## config.mk

```make
export PLATFORM = sky130hd
export DESIGN_NAME = dsp_mode_and_volume_ramp_ctrl
export DESIGN_NICKNAME = d
export VERILOG_FILES = /design/src/pkg/vol_ctrl_pkg.sv /design/src/hdl/volume_ramp.sv /design/src/hdl/dsp_mode_and_volume_ramp_ctrl.sv
export SDC_FILE = /design/constraint.sdc
export NUM_CORES = 1
export LEC_CHECK = 0
export ABC_CLOCK_PERIOD_IN_PS = 5010
export BUFFER_PORTS_ARGS = -buffer_cell sky130_fd_sc_hd__buf_4
export CORE_MARGIN = 3
export CORE_UTILIZATION = 53
export CTS_CLUSTER_DIAMETER = 60
export DETAILED_ROUTE_END_ITERATION = 10
export GPL_TIMING_DRIVEN = 0
export PLACE_DENSITY = 0.77
export SLEW_MARGIN = 20
export SYNTH_ARGS = -nofsm -noshare
export SYNTH_HDL_FRONTEND = slang
export SYNTH_SLANG_ARGS = --single-unit
```

## constraint.sdc

```tcl
create_clock -name clk_sys -period 5.01 [get_ports clk_sys]
set_clock_uncertainty 0.15 [all_clocks]
set_input_delay 1.002 -clock clk_sys [delete_from_list [all_inputs] [get_ports clk_sys]]
set_output_delay 1.002 -clock clk_sys [all_outputs]
set_load 0.005 [all_outputs]
```

## src/pkg/vol_ctrl_pkg.sv

```systemverilog
package vol_ctrl_pkg;

  localparam logic [7:0] OFS_PROGRAM_HIGHZ = 8'h40;
  localparam logic [7:0] OFS_PROCESSING = 8'h46;
  localparam logic [7:0] OFS_VOLUME_LEVEL = 8'h4c;
  localparam logic [7:0] OFS_RAMP_NORMAL = 8'h4e;
  localparam logic [7:0] OFS_RAMP_EMERG = 8'h4f;

  localparam logic [7:0] RST_PROGRAM_HIGHZ = 8'h01;
  localparam logic [7:0] RST_PROCESSING = 8'h01;
  localparam logic [7:0] RST_VOLUME_LEVEL = 8'h30;
  localparam logic [7:0] RST_RAMP_NORMAL = 8'h33;
  localparam logic [7:0] RST_RAMP_EMERG = 8'h30;

  // field positions
  localparam int BIT_FORCE_LEFT = 3;
  localparam int BIT_FORCE_RIGHT = 2;
  localparam int BIT_BUILTIN_COEFF = 0;
  localparam int POS_DOWN_RATE = 6;
  localparam int POS_DOWN_INC = 4;
  localparam int POS_UP_RATE = 2;
  localparam int POS_UP_INC = 0;

  // processing_control: writable bits 7-3 and 0, bits 2-1 read zero
  localparam logic [7:0] MASK_PROCESSING = 8'hf9;

  localparam logic [7:0] VOL_MUTE_CODE = 8'hff;
  localparam logic [7:0] VOL_MIN_CODE = 8'hfe;
  localparam logic [1:0] RATE_INSTANT = 2'b11;

  // processing program select
  typedef enum logic [1:0] {
    PGM_RAM = 2'b00,
    PGM_ROM1 = 2'b01,
    PGM_ROM2 = 2'b10,
    PGM_ROM3 = 2'b11
  } program_sel_t;

  typedef struct packed {
    logic       wr_en;
    logic       rd_en;
    logic [7:0] addr;
    logic [7:0] wdata;
  } reg_req_t;

  typedef struct packed {
    logic [1:0] rate;
    logic [1:0] increment;
  } ramp_cfg_t;

  typedef struct packed {
    logic         left_highz;
    logic         right_highz;
    program_sel_t program_sel;
    logic         builtin_coeff_select;
  } dsp_cfg_t;

  // code steps of 0.5 dB per update for increment codes 00..11
  function automatic logic [7:0] step_codes(input logic [1:0] inc);
    unique case (inc)
      2'b00: step_codes = 8'h08;
      2'b01: step_codes = 8'h04;
      2'b10: step_codes = 8'h02;
      2'b11: step_codes = 8'h01;
    endcase
  endfunction

  // sample periods per update: 1, 2, 4
  function automatic logic [2:0] rate_periods(input logic [1:0] rate);
    unique case (rate)
      2'b00: rate_periods = 3'd1;
      2'b01: rate_periods = 3'd2;
      2'b10: rate_periods = 3'd4;
      2'b11: rate_periods = 3'd1;
    endcase
  endfunction

endpackage

```

## src/hdl/volume_ramp.sv

```systemverilog
`timescale 1ns/10ps
module volume_ramp
  import vol_ctrl_pkg::*;
(
  input wire logic clk_sys,
  input wire logic reset,
  input wire logic sample_tick,
  input wire logic [7:0] target_code,
  input wire logic emergency,
  input vol_ctrl_pkg::ramp_cfg_t down_cfg,
  input vol_ctrl_pkg::ramp_cfg_t up_cfg,
  input vol_ctrl_pkg::ramp_cfg_t emerg_cfg,
  output logic [7:0] applied_code,
  output logic ramping
);
  logic [7:0] cur_reg, cur_next;
  logic [2:0] cnt_reg, cnt_next;
  logic [7:0] tgt_eff;
  logic [7:0] step;
  logic [8:0] moved;
  ramp_cfg_t cfg;
  logic going_down;

  always_comb begin
    tgt_eff = emergency ? VOL_MUTE_CODE : target_code;
    going_down = tgt_eff > cur_reg;
    cfg = emergency ? emerg_cfg : (going_down ? down_cfg : up_cfg);
    step = step_codes(cfg.increment);
    cur_next = cur_reg;
    cnt_next = cnt_reg;
    moved = 9'h000;
    if (cur_reg != tgt_eff) begin
      if (cfg.rate == RATE_INSTANT) begin
        cur_next = tgt_eff;
        cnt_next = 3'd0;
      end else if (sample_tick) begin
        if (cnt_reg + 3'd1 >= rate_periods(cfg.rate)) begin
          cnt_next = 3'd0;
          if (going_down) begin
            moved = {1'b0, cur_reg} + {1'b0, step};
            // stop at target, no overshoot
            cur_next = (moved >= {1'b0, tgt_eff}) ? tgt_eff : moved[7:0];
          end else begin
            moved = {1'b0, cur_reg} - {1'b0, step};
            cur_next = (moved[8] || moved[7:0] <= tgt_eff) ? tgt_eff : moved[7:0];
          end
        end else begin
          cnt_next = cnt_reg + 3'd1;
        end
      end
    end else begin
      cnt_next = 3'd0;
    end
  end

  always_ff @(posedge clk_sys) begin
    if (reset) begin
      cur_reg <= RST_VOLUME_LEVEL;
      cnt_reg <= 3'd0;
    end else begin
      cur_reg <= cur_next;
      cnt_reg <= cnt_next;
    end
  end

  assign applied_code = cur_reg;
  assign ramping = cur_reg != tgt_eff;

  a_no_overshoot_dn: assert property (@(posedge clk_sys) disable iff (reset)
    (cur_reg < tgt_eff) |=> (cur_reg <= $past(tgt_eff)) || $changed(tgt_eff))
    else $error("volume ramp overshot target going down");
  a_instant_jump: assert property (@(posedge clk_sys) disable iff (reset)
    (ramping && cfg.rate == RATE_INSTANT) |=> cur_reg == $past(tgt_eff))
    else $error("instant rate did not jump to target");
endmodule

```

## src/hdl/dsp_mode_and_volume_ramp_ctrl.sv

```systemverilog
`timescale 1ns/10ps
module dsp_mode_and_volume_ramp_ctrl
  import vol_ctrl_pkg::*;
(
  input wire logic clk_sys,
  input wire logic reset,
  input vol_ctrl_pkg::reg_req_t reg_req,
  output logic [7:0] reg_rdata,
  output logic reg_rvalid,
  input wire logic sample_tick,
  input wire logic parallel_bridge_mode,
  input wire logic emergency_mute,
  input wire logic left_state_highz,
  input wire logic right_state_highz,
  output vol_ctrl_pkg::dsp_cfg_t dsp_cfg,
  output logic left_out_highz,
  output logic right_out_highz,
  output logic [7:0] left_gain_code,
  output logic [7:0] right_gain_code,
  output logic audio_muted,
  output logic volume_ramping
);
  logic [7:0] pgm_reg, pgm_next;
  logic [7:0] proc_reg, proc_next;
  logic [7:0] vol_reg, vol_next;
  logic [7:0] rampn_reg, rampn_next;
  logic [7:0] rampe_reg, rampe_next;
  logic [7:0] rdata_reg, rdata_next;
  logic rvalid_reg, rvalid_next;
  logic parallel_bridge_mode_s1_reg, parallel_bridge_mode_reg;
  logic emerg_s1_reg, emerg_reg;
  logic [7:0] applied;
  logic force_l, force_r;

  // register writes
  always_comb begin
    pgm_next = pgm_reg;
    proc_next = proc_reg;
    vol_next = vol_reg;
    rampn_next = rampn_reg;
    rampe_next = rampe_reg;
    if (reg_req.wr_en) begin
      unique case (reg_req.addr)
        OFS_PROGRAM_HIGHZ: pgm_next = reg_req.wdata;
        OFS_PROCESSING: proc_next = reg_req.wdata & MASK_PROCESSING;
        OFS_VOLUME_LEVEL: vol_next = reg_req.wdata;
        OFS_RAMP_NORMAL: rampn_next = reg_req.wdata;
        OFS_RAMP_EMERG: rampe_next = reg_req.wdata;
        default: ;
      endcase
    end
  end

  // register reads, one cycle latency, unmapped reads zero
  always_comb begin
    rvalid_next = reg_req.rd_en;
    rdata_next = rdata_reg;
    if (reg_req.rd_en) begin
      unique case (reg_req.addr)
        OFS_PROGRAM_HIGHZ: rdata_next = pgm_reg;
        OFS_PROCESSING: rdata_next = proc_reg;
        OFS_VOLUME_LEVEL: rdata_next = vol_reg;
        OFS_RAMP_NORMAL: rdata_next = rampn_reg;
        OFS_RAMP_EMERG: rdata_next = rampe_reg;
        default: rdata_next = 8'h00;
      endcase
    end
  end

  always_ff @(posedge clk_sys) begin
    if (reset) begin
      pgm_reg <= RST_PROGRAM_HIGHZ;
      proc_reg <= RST_PROCESSING;
      vol_reg <= RST_VOLUME_LEVEL;
      rampn_reg <= RST_RAMP_NORMAL;
      rampe_reg <= RST_RAMP_EMERG;
      rdata_reg <= 8'h00;
      rvalid_reg <= 1'b0;
    end else begin
      pgm_reg <= pgm_next;
      proc_reg <= proc_next;
      vol_reg <= vol_next;
      rampn_reg <= rampn_next;
      rampe_reg <= rampe_next;
      rdata_reg <= rdata_next;
      rvalid_reg <= rvalid_next;
    end
  end

  // pin synchronisers
  always_ff @(posedge clk_sys) begin
    if (reset) begin
      parallel_bridge_mode_s1_reg <= 1'b0;
      parallel_bridge_mode_reg <= 1'b0;
      emerg_s1_reg <= 1'b0;
      emerg_reg <= 1'b0;
    end else begin
      parallel_bridge_mode_s1_reg <= parallel_bridge_mode;
      parallel_bridge_mode_reg <= parallel_bridge_mode_s1_reg;
      emerg_s1_reg <= emergency_mute;
      emerg_reg <= emerg_s1_reg;
    end
  end

  assign reg_rdata = rdata_reg;
  assign reg_rvalid = rvalid_reg;

  // force bits gated off in bridge mode
  assign force_l = pgm_reg[BIT_FORCE_LEFT] && !parallel_bridge_mode_reg;
  assign force_r = pgm_reg[BIT_FORCE_RIGHT] && !parallel_bridge_mode_reg;
  assign left_out_highz = force_l || left_state_highz;
  assign right_out_highz = force_r || right_state_highz;

  always_comb begin
    dsp_cfg.left_highz = force_l;
    dsp_cfg.right_highz = force_r;
    dsp_cfg.program_sel = program_sel_t'(pgm_reg[1:0]);
    dsp_cfg.builtin_coeff_select = proc_reg[BIT_BUILTIN_COEFF];
  end

  volume_ramp u_ramp (
    .clk_sys(clk_sys),
    .reset(reset),
    .sample_tick(sample_tick),
    .target_code(vol_reg),
    .emergency(emerg_reg),
    .down_cfg(ramp_cfg_t'({rampn_reg[POS_DOWN_RATE +: 2], rampn_reg[POS_DOWN_INC +: 2]})),
    .up_cfg(ramp_cfg_t'({rampn_reg[POS_UP_RATE +: 2], rampn_reg[POS_UP_INC +: 2]})),
    .emerg_cfg(ramp_cfg_t'({rampe_reg[POS_DOWN_RATE +: 2], rampe_reg[POS_DOWN_INC +: 2]})),
    .applied_code(applied),
    .ramping(volume_ramping)
  );

  assign left_gain_code = applied;
  assign right_gain_code = applied;
  assign audio_muted = applied == VOL_MUTE_CODE;

  a_force_left_hz: assert property (@(posedge clk_sys) disable iff (reset)
    (pgm_reg[BIT_FORCE_LEFT] && !parallel_bridge_mode_reg) |-> left_out_highz)
    else $error("left force bit did not hold highz");
  a_force_right_hz: assert property (@(posedge clk_sys) disable iff (reset)
    (pgm_reg[BIT_FORCE_RIGHT] && !parallel_bridge_mode_reg) |-> right_out_highz)
    else $error("right force bit did not hold highz");
  a_force_sticky: assert property (@(posedge clk_sys) disable iff (reset)
    (pgm_reg[BIT_FORCE_LEFT] && !(reg_req.wr_en && reg_req.addr == OFS_PROGRAM_HIGHZ))
    |=> pgm_reg[BIT_FORCE_LEFT])
    else $error("left force released without a write");
  a_force_sticky_r: assert property (@(posedge clk_sys) disable iff (reset)
    (pgm_reg[BIT_FORCE_RIGHT] && !(reg_req.wr_en && reg_req.addr == OFS_PROGRAM_HIGHZ))
    |=> pgm_reg[BIT_FORCE_RIGHT])
    else $error("right force released without a write");
  a_bridge_ignore: assert property (@(posedge clk_sys) disable iff (reset)
    parallel_bridge_mode_reg |-> !dsp_cfg.left_highz && !dsp_cfg.right_highz)
    else $error("force highz active in bridge mode");
  a_program_sel: assert property (@(posedge clk_sys) disable iff (reset)
    (reg_req.wr_en && reg_req.addr == OFS_PROGRAM_HIGHZ)
    |=> dsp_cfg.program_sel == $past(reg_req.wdata[1:0]))
    else $error("program select not taken from write");
  a_coeff_select: assert property (@(posedge clk_sys) disable iff (reset)
    (reg_req.wr_en && reg_req.addr == OFS_PROCESSING)
    |=> dsp_cfg.builtin_coeff_select == $past(reg_req.wdata[0]))
    else $error("coefficient select not taken from write");
  a_shared_gain: assert property (@(posedge clk_sys) disable iff (reset)
    left_gain_code == right_gain_code)
    else $error("channels gain differ");
  a_mute_code: assert property (@(posedge clk_sys) disable iff (reset)
    audio_muted == (left_gain_code == 8'hff))
    else $error("mute flag mismatch");
  a_read_latency: assert property (@(posedge clk_sys) disable iff (reset)
    reg_req.rd_en |=> reg_rvalid)
    else $error("read answer not one cycle later");
endmodule

```

==> results.yml <==
global_route:
  grt_pass1_vias: 4642
  grt_most_used_layer: "met2"
  grt_use_total: 0.293
  use_met1: 0.404
  globalRouteMet2Util: 0.452
  grt_pass1_wl_um: 22700
  antenna_found_initial: 0
  grt_max_degree: 11
  grtUsageMet3: 0.0725
  grt_overflow_total: 0
yosys:
  synthArstFlopShare: 0
  netlist_area_um2: 4420
  ys_ff_latch: 62
  synth_xor_area_frac: 0.0218
  synth_nets: 633
  ys_seq_area_frac: 0.281
  ys.warnings.count: 0
  yosysUniqueCellTypes: 64
  synth-main-ff-cell: "dfxtp_1"
  synth.area.mux_share: 0.0218
  synth_fa_ha_area_frac: 0.122
  synthCells: 567
  synth_edf_count: 0
  avgSynthCellArea_um2: 7.79
  synth_top_family_by_area: "simple AND/OR/NAND/NOR gates"
  synth_compound_area_frac: 0.218
  yosys.area_share.simple: 0.255
sta:
  whs_ps: 300
  slew_headroom: 0.110
  tns_ps: -5700
  fin_crit_ps: 5830
  min_period_over_period: 1.16
  worst_slew_pin_slew_ps: 1330
  final_hold_viol_count: 0
  setup_violations: 8
  fmax_mhz: 171
  rsz0062_at_grt: "yes"
  finalWorstSetupSlack_ps: -821
  slew_violations: 0
worst_setup_path:
  crit_type: "reg2reg"
  critPathLaunchType: "flip-flop"
  arrival_ps: 5920
  cp_max_fo: 6
  worstPathRequired_ps: 5100
  cp-end-kind: "flip-flop"
place:
  dp.cells: 723
  portBuffers: 54
  gp_congestion: 0.930
  detailed_place_hpwl_um: 9930
floorplanning:
  core_um2: 7890
  start_util: 0.560
  rows: 32
  die_x_um: 97.3
  die-area_um2: 9460
  die_h_um: 97.3
  ios: 59
routing:
  drtIter0Drc: 661
  dr_total_vias: 5067
  firstDrtPassIters: 6
  antenna_left: 0
  wl_per_cell_um: 20.0
  vias_per_cell: 6.39
  wl_um: 15900
  drc: 0
layout:
  fin_nets: 753
  area_growth_pct: 38.5
  drive_gt1_frac: 0.347
  final_cells: 793
  antennaDiodeCount: 0
  post-route-util: 0.775
clock_tree:
  cts.sinks: 62
  cts_root_buf: "clkbuf_8"
  clock_path_buffers: 2
  clkLatencyLatePin_ps: 340
  cts-buffers-inserted: 9
  cts_tree: "yes"
  clk_pin_slew_ps: 70
  cts_max_level: 3
pwr:
  ir_worst_vdd_v: 0.000580
  power_leakage_uw: 0.00252
  power.density_nw_per_um2: 788
outcome:
  violations: "setup timing"
  status: "finished, violations left"
worst_hold_path:
  min_path_type: "reg2reg"
flow_run:
  drv_cap: 0
==> worst max-delay path, stage by stage (launching register included) <==
cell and delay, ps:
dfxtp_4 380, nor2_2 280, inv_1 90, ha_1 330
a21oi_1 480, a21oi_4 140, o211ai_1 310, a31oi_4 210
buf_6 160, nand2b_4 140, ha_4 260, or3b_4 400
a31oi_4 200, o2111ai_2 160, xnor2_2 210, inv_2 70
ha_4 230, nor2b_4 130, or3_4 410, buf_6 150
buf_6 130, nor2_1 270, a2111oi_2 140, o41ai_2 280
==> Yosys cell counts, types with 3 or more instances <==
master,instances,share of area
nand4_1,8,0.011
xnor2_1,9,0.018
nand2b_1,8,0.011
buf_6,5,0.013
a221o_1,8,0.018
clkbuf_1,18,0.015
o21ai_0,19,0.022
nor2_1,37,0.031
or3_1,6,0.0085
nor2b_1,11,0.016
or2_2,7,0.0099
ha_1,39,0.11
dfxtp_1,62,0.28
nand2_1,77,0.065
nor3_1,10,0.011
a31oi_1,7,0.0099
a211oi_1,10,0.017
a221oi_1,6,0.012
a21o_1,5,0.0085
o211ai_1,5,0.0085
o21a_1,7,0.012
o21ai_1,4,0.0045
and2_1,4,0.0057
buf_2,6,0.0068
a2111oi_0,5,0.0099
inv_1,26,0.022
o2111ai_1,3,0.0060
nand3_1,45,0.051
mux2i_1,7,0.016
a21oi_1,51,0.058
buf_4,13,0.022
==> report_power, final <==
part	switching [uW]	internal, uW
combinational	1890	1920
sequential	51.1	522
clock	196	239
total	2130	2690
==> layout by cell type, fill, tap and decap left out, drive strengths merged, types with 2 or more instances in the layout <==
cell        n
a2111oi     8
a211oi     11
a21o        5
a21oi      51
a221o       8
a221oi      6
a22oi       2
a31oi       7
and2        4
buf       134
clkbuf     28
clkinv      4
clkinvlp    2
dfxtp      62
fa          2
ha         39
inv        25
mux2        2
mux2i       7
nand2      77
nand2b      9
nand3      45
nand4       8
nor2       37
nor2b      11
nor3       11
nor3b       2
nor4        3
nor4b       2
o2111ai     3
o211ai      5
o21a        7
o21ai      23
o41ai       2
or2         8
or3         7
xnor2       9
xor2        2
==> worst paths after layout <==
check	from	to	slack [ps]	depth (start not counted)
min reg2reg	emerg_s1_reg	emerg_reg	300	1
min	emerg_s1_reg	emerg_reg	300	1
max reg2reg	emerg_reg	u_ramp.applied_code[2]	-820	23
max	emerg_reg	u_ramp.applied_code[2]	-820	23
==> cell type report <==
type                            instances  area [um2]
Timing Repair Buffer                  110         863
Clock buffer                           11         141
Tap cell                              102         128
Multi-Input combinational cell        435        3300
Fill cell                             504        1770
Inverter                               28         114
Clock inverter                          4        47.5
Sequential cell                        62        1250
Buffer                                 41         272
==> layer usage <==
metal,up-vias,part of all wire
met5,-,0
met2,357,0.45
met1,2352,0.40
met4,0,0.048
met3,90,0.11
li1,2268,-
==> what timing repair did <==
item,4_1_cts,5_1_grt
gates resized for setup,68,31
hold buffers,0,0
pin swaps,39,34
buffers inserted,30,26
endpoints found under the setup margin,8,8
==> through the flow <==
| step | total power (uW) | setup slack (ps) | area [um2] |
|---|---|---|---|
| floorplan | 2260 | -40.8 | 4540 |
| global placement | 2720 | -872 | 5070 |
| detailed placement | 2800 | -872 | 5070 |
| CTS | 4050 | -389 | 5790 |
| global route | 5010 | -917 | 6120 |
| finish | 4820 | -821 | 6120 |
==> kinds of logic after synthesis <==
kind of cell / after synthesis
and+or+nand+nor: 229
AOI/OAI and AO/OA: 144
buffers and inverters: 70
DFF: 62
adders and majority gates: 42
xor gates and xnor gates: 11
muxes: 9
(Power assumes the default switching activity.)
